## src/design/fscl_pkg.sv

```systemverilog
// constants for the flight sequence command link controller
package fscl_pkg;
    // controller clock and timing figures
    localparam int unsigned CLK_MHZ          = 250;
    localparam int unsigned CMD_INTERVAL_MS  = 100;
    localparam int unsigned CMD_INTERVAL_CYC = CMD_INTERVAL_MS * CLK_MHZ * 1000;
    // relay settle time per phase of the cycle
    localparam int unsigned STEP_TIME_US     = 10;
    localparam int unsigned STEP_CYC         = STEP_TIME_US * CLK_MHZ;
    localparam int unsigned TMR_W            = 32;

    // sequence command register layout, bits 1..15 of the word map to 0..14 here
    localparam int unsigned SEQ_W            = 15;
    localparam int unsigned CODE_W           = 8;
    localparam int unsigned CODE_LSB         = 0;
    localparam int unsigned STAGE_W          = 5;
    localparam int unsigned STAGE_LSB        = 8;
    localparam int unsigned FRESET_BIT       = 13;
    localparam int unsigned READ_BIT         = 14;
    localparam int unsigned NUM_STAGES       = 4;

    // software port
    localparam int unsigned ADDR_W           = 8;
    localparam int unsigned DATA_W           = 32;
    localparam logic [ADDR_W-1:0] REG_CMD    = 8'h00;
    localparam logic [ADDR_W-1:0] REG_STATUS = 8'h04;
    localparam logic [ADDR_W-1:0] REG_VERIFY = 8'h08;
    localparam logic [ADDR_W-1:0] REG_COUNT  = 8'h0c;

    // status bit positions
    localparam int unsigned ST_BUSY          = 0;
    localparam int unsigned ST_PENDING       = 1;
    localparam int unsigned ST_LAST_OK       = 2;
    localparam int unsigned ST_LAST_RETRY    = 3;
    localparam int unsigned ST_DROPPED       = 4;
    localparam int unsigned ST_BAD_STAGE     = 5;
    localparam int unsigned ST_STATE_LSB     = 8;

    localparam int unsigned CNT_W            = 16;

    typedef enum logic [8:0] {
        FS_IDLE   = 9'h001,
        FS_CHECK  = 9'h002,
        FS_PRERST = 9'h004,
        FS_LOAD   = 9'h008,
        FS_FRST   = 9'h010,
        FS_LOADC  = 9'h020,
        FS_READ   = 9'h040,
        FS_REL    = 9'h080,
        FS_SPARE  = 9'h100
    } fscl_state_e;
endpackage

```

## src/design/fscl_ctrl.sv

```systemverilog
// flight computer side sequencer that drives the stage sequence decoders
// Notes on behaviour
// decoder drives at most one of 112 channels from latched code
// controller starts commands no closer than one per 100 ms
// select, read and reset each go out on a redundant pair
// code, verify, read, reset shared; each decoder has own select line
// decoder picks same channel for true code or its complement
// register bits 1-8 hold command, bits 9-13 decoder selection
// bit 14 forces reset of all decoders, bit 15 strobes read
// register written in two passes: bits 1-13, then bit 14 or 15
// latched decoder returns complement of code on eight verify lines
// match gives read strobe; mismatch gives reset and complemented resend
// verify lines must all be low before cycle; else reset, recheck
// select asserted with command bits; decoder latches only while selected
// after forced reset send complement with select, read without checking
// read strobe fires channel and triggers decoder automatic reset
// decoder has three telemetry outputs; register outputs observable too
// never select more than two decoders at once
// decoder ignores read strobe unless select was received
// decoder resets latched command and select at power up
// automatic reset acts after strobe removal, clears command and select
// codes mapping to no channel give no output when read
//
// The implementer's own choices: the register offsets and the address-and-strobe port.
`timescale 1ns/1ps
`default_nettype none
module fscl_ctrl
    import fscl_pkg::*;
#(
    parameter int unsigned INTERVAL_CYC = fscl_pkg::CMD_INTERVAL_CYC,
    parameter int unsigned STAGES       = fscl_pkg::NUM_STAGES
) (
    input  wire logic                         i_sys_clk,
    input  wire logic                         i_sys_rst,
    // software port
    input  wire logic [fscl_pkg::ADDR_W-1:0]  i_addr,
    input  wire logic [fscl_pkg::DATA_W-1:0]  i_wdata,
    input  wire logic                         i_wr,
    input  wire logic                         i_rd,
    output logic      [fscl_pkg::DATA_W-1:0]  o_rdata,
    // decoder lines
    output logic      [fscl_pkg::CODE_W-1:0]  o_cmd_code,
    output logic      [STAGES-1:0]            o_stage_sel_a,
    output logic      [STAGES-1:0]            o_stage_sel_b,
    output logic                              o_read_a,
    output logic                              o_read_b,
    output logic                              o_freset_a,
    output logic                              o_freset_b,
    input  wire logic [fscl_pkg::CODE_W-1:0]  i_verify
);
    import fscl_pkg::*;

    fscl_state_e          state_r;
    fscl_state_e          state_nxt;
    logic [CODE_W-1:0]    cmd_r;
    logic [STAGE_W-1:0]   stage_r;
    logic [CODE_W-1:0]    cur_code_r;
    logic                 pending_r;
    logic                 last_ok_r;
    logic                 last_retry_r;
    logic                 dropped_r;
    logic                 bad_stage_r;
    logic [CNT_W-1:0]     done_cnt_r;
    logic [SEQ_W-1:0]     seq_r;
    logic [SEQ_W-1:0]     seq_nxt;
    logic                 step_done;
    logic                 ivl_done;
    logic                 step_load;
    logic                 ivl_load;
    logic                 verify_ok;
    logic                 wr_cmd;
    logic                 stage_valid;
    logic [STAGES-1:0]    sel_vec;
    logic                 sel_on;

    assign wr_cmd      = i_wr && (i_addr == REG_CMD);
    assign stage_valid = i_wdata[STAGE_LSB +: STAGE_W] < STAGE_W'(STAGES);
    assign verify_ok   = (i_verify == ~cur_code_r);
    assign step_load   = (state_nxt != state_r);
    assign ivl_load    = state_r[0] && !state_nxt[0];
    assign sel_on      = state_nxt inside {FS_LOAD, FS_LOADC, FS_READ};

    fscl_timer #(
        .W (TMR_W)
    ) u_step_tmr (
        .i_sys_clk (i_sys_clk),
        .i_sys_rst (i_sys_rst),
        .i_load    (step_load),
        .i_value   (TMR_W'(STEP_CYC - 1)),
        .o_done    (step_done)
    );

    // spacing between successive command cycles
    fscl_timer #(
        .W (TMR_W)
    ) u_ivl_tmr (
        .i_sys_clk (i_sys_clk),
        .i_sys_rst (i_sys_rst),
        .i_load    (ivl_load),
        .i_value   (TMR_W'(INTERVAL_CYC - 1)),
        .o_done    (ivl_done)
    );

    // sequencing of one command cycle
    always_comb begin
        state_nxt = state_r;
        unique case (state_r)
            FS_IDLE: begin
                if (pending_r && ivl_done) begin
                    state_nxt = FS_CHECK;
                end
            end
            FS_CHECK: begin
                state_nxt = !step_done ? state_r : |i_verify ? FS_PRERST : FS_LOAD;
            end
            FS_PRERST: begin
                state_nxt = step_done ? FS_CHECK : state_r;
            end
            FS_LOAD: begin
                state_nxt = !step_done ? state_r : verify_ok ? FS_READ : FS_FRST;
            end
            FS_FRST: begin
                state_nxt = step_done ? FS_LOADC : state_r;
            end
            FS_LOADC: begin
                state_nxt = step_done ? FS_READ : state_r;
            end
            FS_READ: begin
                state_nxt = step_done ? FS_REL : state_r;
            end
            FS_REL: begin
                state_nxt = step_done ? FS_IDLE : state_r;
            end
            default: begin
                state_nxt = FS_IDLE;
            end
        endcase
    end

    always_ff @(posedge i_sys_clk) begin
        if (i_sys_rst) begin
            state_r <= FS_IDLE;
        end else begin
            state_r <= state_nxt;
        end
    end

    // code presented on the shared lines
    always_ff @(posedge i_sys_clk) begin
        if (i_sys_rst) begin
            cur_code_r <= '0;
        end else if (state_nxt == FS_LOAD && state_r != FS_LOAD) begin
            cur_code_r <= cmd_r;
        end else if (state_nxt == FS_LOADC && state_r != FS_LOADC) begin
            cur_code_r <= ~cmd_r;
        end
    end

    // stage index to one dedicated select line, never more than one
    always_comb begin
        sel_vec = '0;
        for (int i = 0; i < STAGES; i++) begin
            if (stage_r == STAGE_W'(i)) begin
                sel_vec[i] = 1'b1;
            end
        end
    end

    // register image: pass one bits 0..12, pass two bit 13 or 14
    always_comb begin
        seq_nxt = '0;
        unique case (state_nxt)
            FS_LOAD: begin
                seq_nxt[CODE_LSB +: CODE_W]   = cmd_r;
                seq_nxt[STAGE_LSB +: STAGE_W] = stage_r;
            end
            FS_LOADC: begin
                seq_nxt[CODE_LSB +: CODE_W]   = ~cmd_r;
                seq_nxt[STAGE_LSB +: STAGE_W] = stage_r;
            end
            FS_READ: begin
                seq_nxt                       = seq_r;
                seq_nxt[READ_BIT]             = 1'b1;
            end
            FS_PRERST, FS_FRST: begin
                seq_nxt[FRESET_BIT]           = 1'b1;
            end
            default: begin
                seq_nxt = '0;
            end
        endcase
    end

    always_ff @(posedge i_sys_clk) begin
        if (i_sys_rst) begin
            seq_r <= '0;
        end else begin
            seq_r <= seq_nxt;
        end
    end

    // drive the decoder lines, each strobe on both lines of its pair
    always_ff @(posedge i_sys_clk) begin
        if (i_sys_rst) begin
            o_cmd_code    <= '0;
            o_stage_sel_a <= '0;
            o_stage_sel_b <= '0;
            o_read_a      <= 1'b0;
            o_read_b      <= 1'b0;
            o_freset_a    <= 1'b0;
            o_freset_b    <= 1'b0;
        end else begin
            o_cmd_code    <= seq_nxt[CODE_LSB +: CODE_W];
            o_stage_sel_a <= sel_on ? sel_vec : '0;
            o_stage_sel_b <= sel_on ? sel_vec : '0;
            o_read_a      <= seq_nxt[READ_BIT];
            o_read_b      <= seq_nxt[READ_BIT];
            o_freset_a    <= seq_nxt[FRESET_BIT];
            o_freset_b    <= seq_nxt[FRESET_BIT];
        end
    end

    // software order and outcome tracking
    always_ff @(posedge i_sys_clk) begin
        if (i_sys_rst) begin
            cmd_r        <= '0;
            stage_r      <= '0;
            pending_r    <= 1'b0;
            dropped_r    <= 1'b0;
            bad_stage_r  <= 1'b0;
        end else begin
            if (wr_cmd && !pending_r && stage_valid) begin
                cmd_r     <= i_wdata[CODE_LSB +: CODE_W];
                stage_r   <= i_wdata[STAGE_LSB +: STAGE_W];
                pending_r <= 1'b1;
            end else if (state_r == FS_REL && state_nxt == FS_IDLE) begin
                pending_r <= 1'b0;
            end
            // set wins over a write-one clear
            if (wr_cmd && pending_r) begin
                dropped_r <= 1'b1;
            end else if (i_wr && i_addr == REG_STATUS && i_wdata[ST_DROPPED]) begin
                dropped_r <= 1'b0;
            end
            if (wr_cmd && !pending_r && !stage_valid) begin
                bad_stage_r <= 1'b1;
            end else if (i_wr && i_addr == REG_STATUS && i_wdata[ST_BAD_STAGE]) begin
                bad_stage_r <= 1'b0;
            end
        end
    end

    always_ff @(posedge i_sys_clk) begin
        if (i_sys_rst) begin
            last_ok_r    <= 1'b0;
            last_retry_r <= 1'b0;
            done_cnt_r   <= '0;
        end else begin
            if (state_r == FS_LOAD && step_done) begin
                last_ok_r    <= verify_ok;
                last_retry_r <= !verify_ok;
            end
            if (state_r == FS_REL && state_nxt == FS_IDLE) begin
                done_cnt_r <= done_cnt_r + 1'b1;
            end
        end
    end

    // read data one cycle after the strobe, zero otherwise
    always_ff @(posedge i_sys_clk) begin
        o_rdata <= '0;
        if (!i_sys_rst && i_rd) begin
            unique case (i_addr)
                REG_CMD: begin
                    o_rdata[CODE_LSB +: CODE_W]   <= cmd_r;
                    o_rdata[STAGE_LSB +: STAGE_W] <= stage_r;
                end
                REG_STATUS: begin
                    o_rdata[ST_BUSY]                <= !state_r[0];
                    o_rdata[ST_PENDING]             <= pending_r;
                    o_rdata[ST_LAST_OK]             <= last_ok_r;
                    o_rdata[ST_LAST_RETRY]          <= last_retry_r;
                    o_rdata[ST_DROPPED]             <= dropped_r;
                    o_rdata[ST_BAD_STAGE]           <= bad_stage_r;
                    o_rdata[ST_STATE_LSB +: 9]      <= state_r;
                end
                REG_VERIFY: begin
                    o_rdata[CODE_W-1:0] <= i_verify;
                end
                REG_COUNT: begin
                    o_rdata[CNT_W-1:0] <= done_cnt_r;
                end
                default: begin
                    o_rdata <= '0;
                end
            endcase
        end
    end
endmodule
`default_nettype wire

```

## src/design/fscl_timer.sv

```systemverilog
// down counter that reports when a loaded interval has run out
`timescale 1ns/1ps
`default_nettype none
module fscl_timer #(
    parameter int unsigned W = 32
) (
    input  wire logic         i_sys_clk,
    input  wire logic         i_sys_rst,
    input  wire logic         i_load,
    input  wire logic [W-1:0] i_value,
    output logic              o_done
);
    logic [W-1:0] cnt_r;

    always_ff @(posedge i_sys_clk) begin
        if (i_sys_rst) begin
            cnt_r <= '0;
        end else if (i_load) begin
            cnt_r <= i_value;
        end else if (cnt_r != '0) begin
            cnt_r <= cnt_r - 1'b1;
        end
    end

    // done depends on the count only, so a caller may load on done
    assign o_done = (cnt_r == '0);
endmodule
`default_nettype wire

```

## config.mk

```make
export PLATFORM = sky130hd
export DESIGN_NAME = fscl_ctrl
export DESIGN_NICKNAME = d
export VERILOG_FILES = /design/src/design/fscl_pkg.sv /design/src/design/fscl_ctrl.sv /design/src/design/fscl_timer.sv
export SDC_FILE = /design/constraint.sdc
export NUM_CORES = 1
export LEC_CHECK = 0
export BUFFER_PORTS_ARGS = -buffer_cell sky130_fd_sc_hd__buf_2
export CAP_MARGIN = 10
export CORE_MARGIN = 1.5
export CORE_UTILIZATION = 52
export DETAILED_ROUTE_END_ITERATION = 8
export GPL_ROUTABILITY_DRIVEN = 0
export GPL_TIMING_DRIVEN = 0
export PLACE_DENSITY = 0.76
export SLEW_MARGIN = 10
export SYNTH_ARGS = -nofsm -noshare
export SYNTH_HDL_FRONTEND = slang
export SYNTH_SLANG_ARGS = --single-unit
```

## constraint.sdc

```tcl
create_clock -name i_sys_clk -period 3.58 [get_ports i_sys_clk]
set_clock_uncertainty 0.2 [all_clocks]
set_input_delay 0.716 -clock i_sys_clk [delete_from_list [all_inputs] [get_ports i_sys_clk]]
set_output_delay 0.716 -clock i_sys_clk [all_outputs]
set_load 0.01 [all_outputs]
```

==> impl_metrics.py <==
metrics = {
    "status": {
        "run_status": "finished, final reports clean",
    },
    "floorplan": {
        "num_rows": 43,
        "start_util": 0.530,
        "die_h_microns": 122,
        "die-area_sq_um": 14800,
        "design.portCount": 104,
        "core-area_sq_um": 13800,
        "fp.dieW_microns": 122,
    },
    "timing": {
        "fin_crit_sh": 0.970,
        "maxSlewHeadroom": 0.375,
        "setup_viol_count_final": 0,
        "setup_tns_ns": 0,
        "max_clock_freq_mhz": 288,
        "fin_crit_ns": 3.47,
        "timing_max_transition_violations_final": 0,
        "tightestPinTransition_ns": 0.929,
        "timing.final.hold_violations": 0,
    },
    "place": {
        "dpl.cell_count": 1126,
        "place.detailed.hpwl_mm": 13.6,
        "placement.io_buffers": 67,
    },
    "synthesis": {
        "synth_enable_flop_cells": 0,
        "seq_area_frac_synth": 0.399,
        "dominant_cell_by_count_in_the_synthesized_netlist": "sky130_fd_sc_hd__dfxtp_1",
        "synth_common_cells": "sky130_fd_sc_hd__dfxtp_1 (146), sky130_fd_sc_hd__a21oi_1 (66), sky130_fd_sc_hd__nor2_1 (63)",
        "synth_cell_type_count": 70,
        "synth_seq_cells": 146,
        "post-synth-top-area-fraction": 0.399,
        "post_synth.cell_area_avg_sq_um": 8.49,
        "synthesis.area_sq_um": 7330,
        "synthesis.instances": 864,
        "synth.area.top_cells": "sky130_fd_sc_hd__dfxtp_1 (40%), sky130_fd_sc_hd__xnor2_1 (5.3%), sky130_fd_sc_hd__a21oi_1 (4.5%)",
        "yosys_warnings": 0,
        "synth_ff_type": "sky130_fd_sc_hd__dfxtp_1",
        "synth.largest_area_cell": "sky130_fd_sc_hd__dfxtp_1",
        "synth-async-reset-ratio": 0,
    },
    "power": {
        "net-switching-power_mw": 1.11,
        "clockPowerShare": 0.445,
        "sequentialPowerShare": 0.414,
        "power.ir.vdd_worst_uv": 357,
        "sw_frac_of_total": 0.263,
        "internal_power_mw": 3.10,
        "power.density_nw_per_um2": 482,
        "power.total_mw": 4.21,
        "cellLeakagePower_nw": 3.30,
        "power_frac_comb": 0.141,
    },
    "cells_and_area": {
        "finish.cell_count_without_fillers": 1164,
        "fin_nets": 1028,
        "seq_area_sq_um": 2920,
        "layout.filler_cells": 1200,
        "multi_input_area_sq_um": 4120,
        "final_core_utilization": 0.632,
        "layout-drive-gt1-share": 0.175,
        "areaGrowthSynthToFinish_pct": 19.2,
        "num_antenna_cells": 0,
    },
    "setup_path": {
        "critPathRequiredTime_ns": 3.73,
        "critical_path_peak_fanout": 10,
        "critPathLaunchType": "register",
        "critPathLaunch": "u_ivl_tmr.cnt_r[16]",
        "timing.critical_path.to_type": "register",
        "critPathKind": "reg2reg",
        "timing.critical_path.arrival_ns": 3.62,
        "rr_startpoint": "u_ivl_tmr.cnt_r[16]",
    },
    "global_routing": {
        "largest_net_degree_at_the_start_of_global_routing": 17,
        "grt-ovfl-total": 0,
        "global_route.usage.total": 0.268,
        "antenna_found_initial": 0,
        "grt_pass1_wl_mm": 31.4,
        "grt_pass1_vias": 6335,
    },
    "drt": {
        "total_wirelength_of_the_detailed_routed_design_mm": 19.1,
        "viasPerCell": 5.93,
        "initialDrtViolationCount": 579,
        "route.detailed.wl_per_inst_microns": 16.4,
        "post-route-drc-count": 0,
        "route.antenna.remaining_nets": 0,
        "detailedRoute.firstPassIterationCount": 5,
        "routed-via-count": 6905,
    },
    "clocking": {
        "clkTransAtPathRegs_ns": 0.06,
        "tritoncts": "yes",
        "holdBufCountCts": 0,
        "clock_buffers_created_by_tritoncts": 17,
        "cts_max_level": 4,
        "clock_sink_count": 146,
        "clk_latency_ns": 0.43,
        "cts_buffer_depth": 2,
        "ctsRootBufferMaster": "sky130_fd_sc_hd__clkbuf_16",
    },
    "min_path": {
        "min-delay-path-class": "reg2reg",
        "hold_start": "done_cnt_r[15]",
    },
    "run": {
        "cap_viol_max_count": 0,
    },
}
## power groups by stage
stage / registers, mW / logic (mW) / clock network, mW
global route: 1.75 / 0.652 / 1.96
detailed placement: 1.78 / 0.559 / 0
finish: 1.74 / 0.594 / 1.88
CTS: 1.74 / 0.578 / 1.89
global placement: 1.77 / 0.554 / 0
floorplan: 1.76 / 0.438 / 0
## logic make-up (layout without fill, tap and decap cells)
group | after synthesis | in the layout | share of synthesized area
AO/OA/AOI/OAI | 182 | 182 | 0.162
XOR/XNOR | 68 | 68 | 0.0812
adder cells (fa/ha/maj) | 5 | 5 | 0.00853
buffers and inverters | 95 | 200 | 0.0618
flip-flops | 146 | 146 | 0.399
multiplexers | 12 | 12 | 0.0235
other | 1 | 16 | 0.000511
AND/OR/NAND/NOR | 355 | 355 | 0.264
## per-layer routing
layer / share of wire / GRT usage / vias to the layer above
li1: - / - / 3351
met1: 0.43 / 0.339 / 3225
met2: 0.47 / 0.433 / 269
met3: 0.064 / 0.0562 / 60
met4: 0.035 / 0.133 / 0
met5: 0 / 0 / -
## worst max-delay path, cell delays in order (launching register included)
cell	delay [ns]
sky130_fd_sc_hd__dfxtp_1	0.33
sky130_fd_sc_hd__or4_4	0.56
sky130_fd_sc_hd__or4_4	0.44
sky130_fd_sc_hd__buf_6	0.15
sky130_fd_sc_hd__nor4_4	0.30
sky130_fd_sc_hd__nor2_4	0.13
sky130_fd_sc_hd__nor3_2	0.22
sky130_fd_sc_hd__ha_1	0.15
sky130_fd_sc_hd__nor3b_1	0.18
sky130_fd_sc_hd__o21a_1	0.21
sky130_fd_sc_hd__nand3_4	0.15
sky130_fd_sc_hd__buf_6	0.19
sky130_fd_sc_hd__nor3_1	0.19
## area by class of cell
class                   count  share of cell area
well taps                 180              0.0258
inverters                  29              0.0125
clock buffers              19              0.0507
clock inverters            13              0.0212
plain buffers              66              0.0409
multi-input cells         638               0.471
repair buffers             73              0.0435
flip-flops and latches    146               0.334
## through the flow
| stage | cell area, sq um | hold WS (ns) | worst slack [ns] |
|---|---|---|---|
| 2_1_floorplan | 7390 | 0.251 | 0.152 |
| 3_3_place_gp | 7950 | 0.268 | -0.553 |
| 3_5_place_dp | 7950 | 0.281 | -0.545 |
| 4_1_cts | 8660 | 0.291 | 0.0889 |
| 5_1_grt | 8740 | 0.313 | -0.0211 |
| 6_report | 8740 | 0.286 | 0.109 |
## worst paths after layout
check / end / slack (ns) / cells past startpoint
hold reg to reg: done_cnt_r[15] / 0.29 / 2
setup reg to reg: u_step_tmr.cnt_r[21] / 0.11 / 12
hold / removal: done_cnt_r[15] / 0.29 / 2
setup / recovery: u_step_tmr.cnt_r[21] / 0.11 / 12
## cell usage in the layout (no fill, tap or decap), types with 28 or more instances in the layout
| cell | count |
|---|---|
| sky130_fd_sc_hd__xnor2_1 | 44 |
| sky130_fd_sc_hd__dfxtp_1 | 146 |
| sky130_fd_sc_hd__a21oi_1 | 66 |
| sky130_fd_sc_hd__nor4_1 | 34 |
| sky130_fd_sc_hd__inv_1 | 28 |
| sky130_fd_sc_hd__clkbuf_1 | 36 |
| sky130_fd_sc_hd__buf_2 | 67 |
| sky130_fd_sc_hd__nor3_1 | 49 |
| sky130_fd_sc_hd__nand2_1 | 56 |
| sky130_fd_sc_hd__nor2_1 | 62 |
## timing repair
action | CTS | global route
gates resized for setup | 14 | 10
endpoints found under the hold margin | 0 | 0
setup buffers | 1 | 5
setup endpoints to repair | 57 | 40
pin swaps | 3 | 2
gates cloned | 0 | 0
## registers in the layout, summed over array words and instances, names as in the netlist
signal            count
pending_r             1
o_rdata              17
u_step_tmr.cnt_r     32
o_read_b              1
last_retry_r          1
cur_code_r            8
stage_r               5
done_cnt_r           16
u_ivl_tmr.cnt_r      32
o_stage_sel_b         4
state_r               9
last_ok_r             1
bad_stage_r           1
cmd_r                 8
seq_r                 9
dropped_r             1
Note: power is estimated with default switching activity, not from simulation.
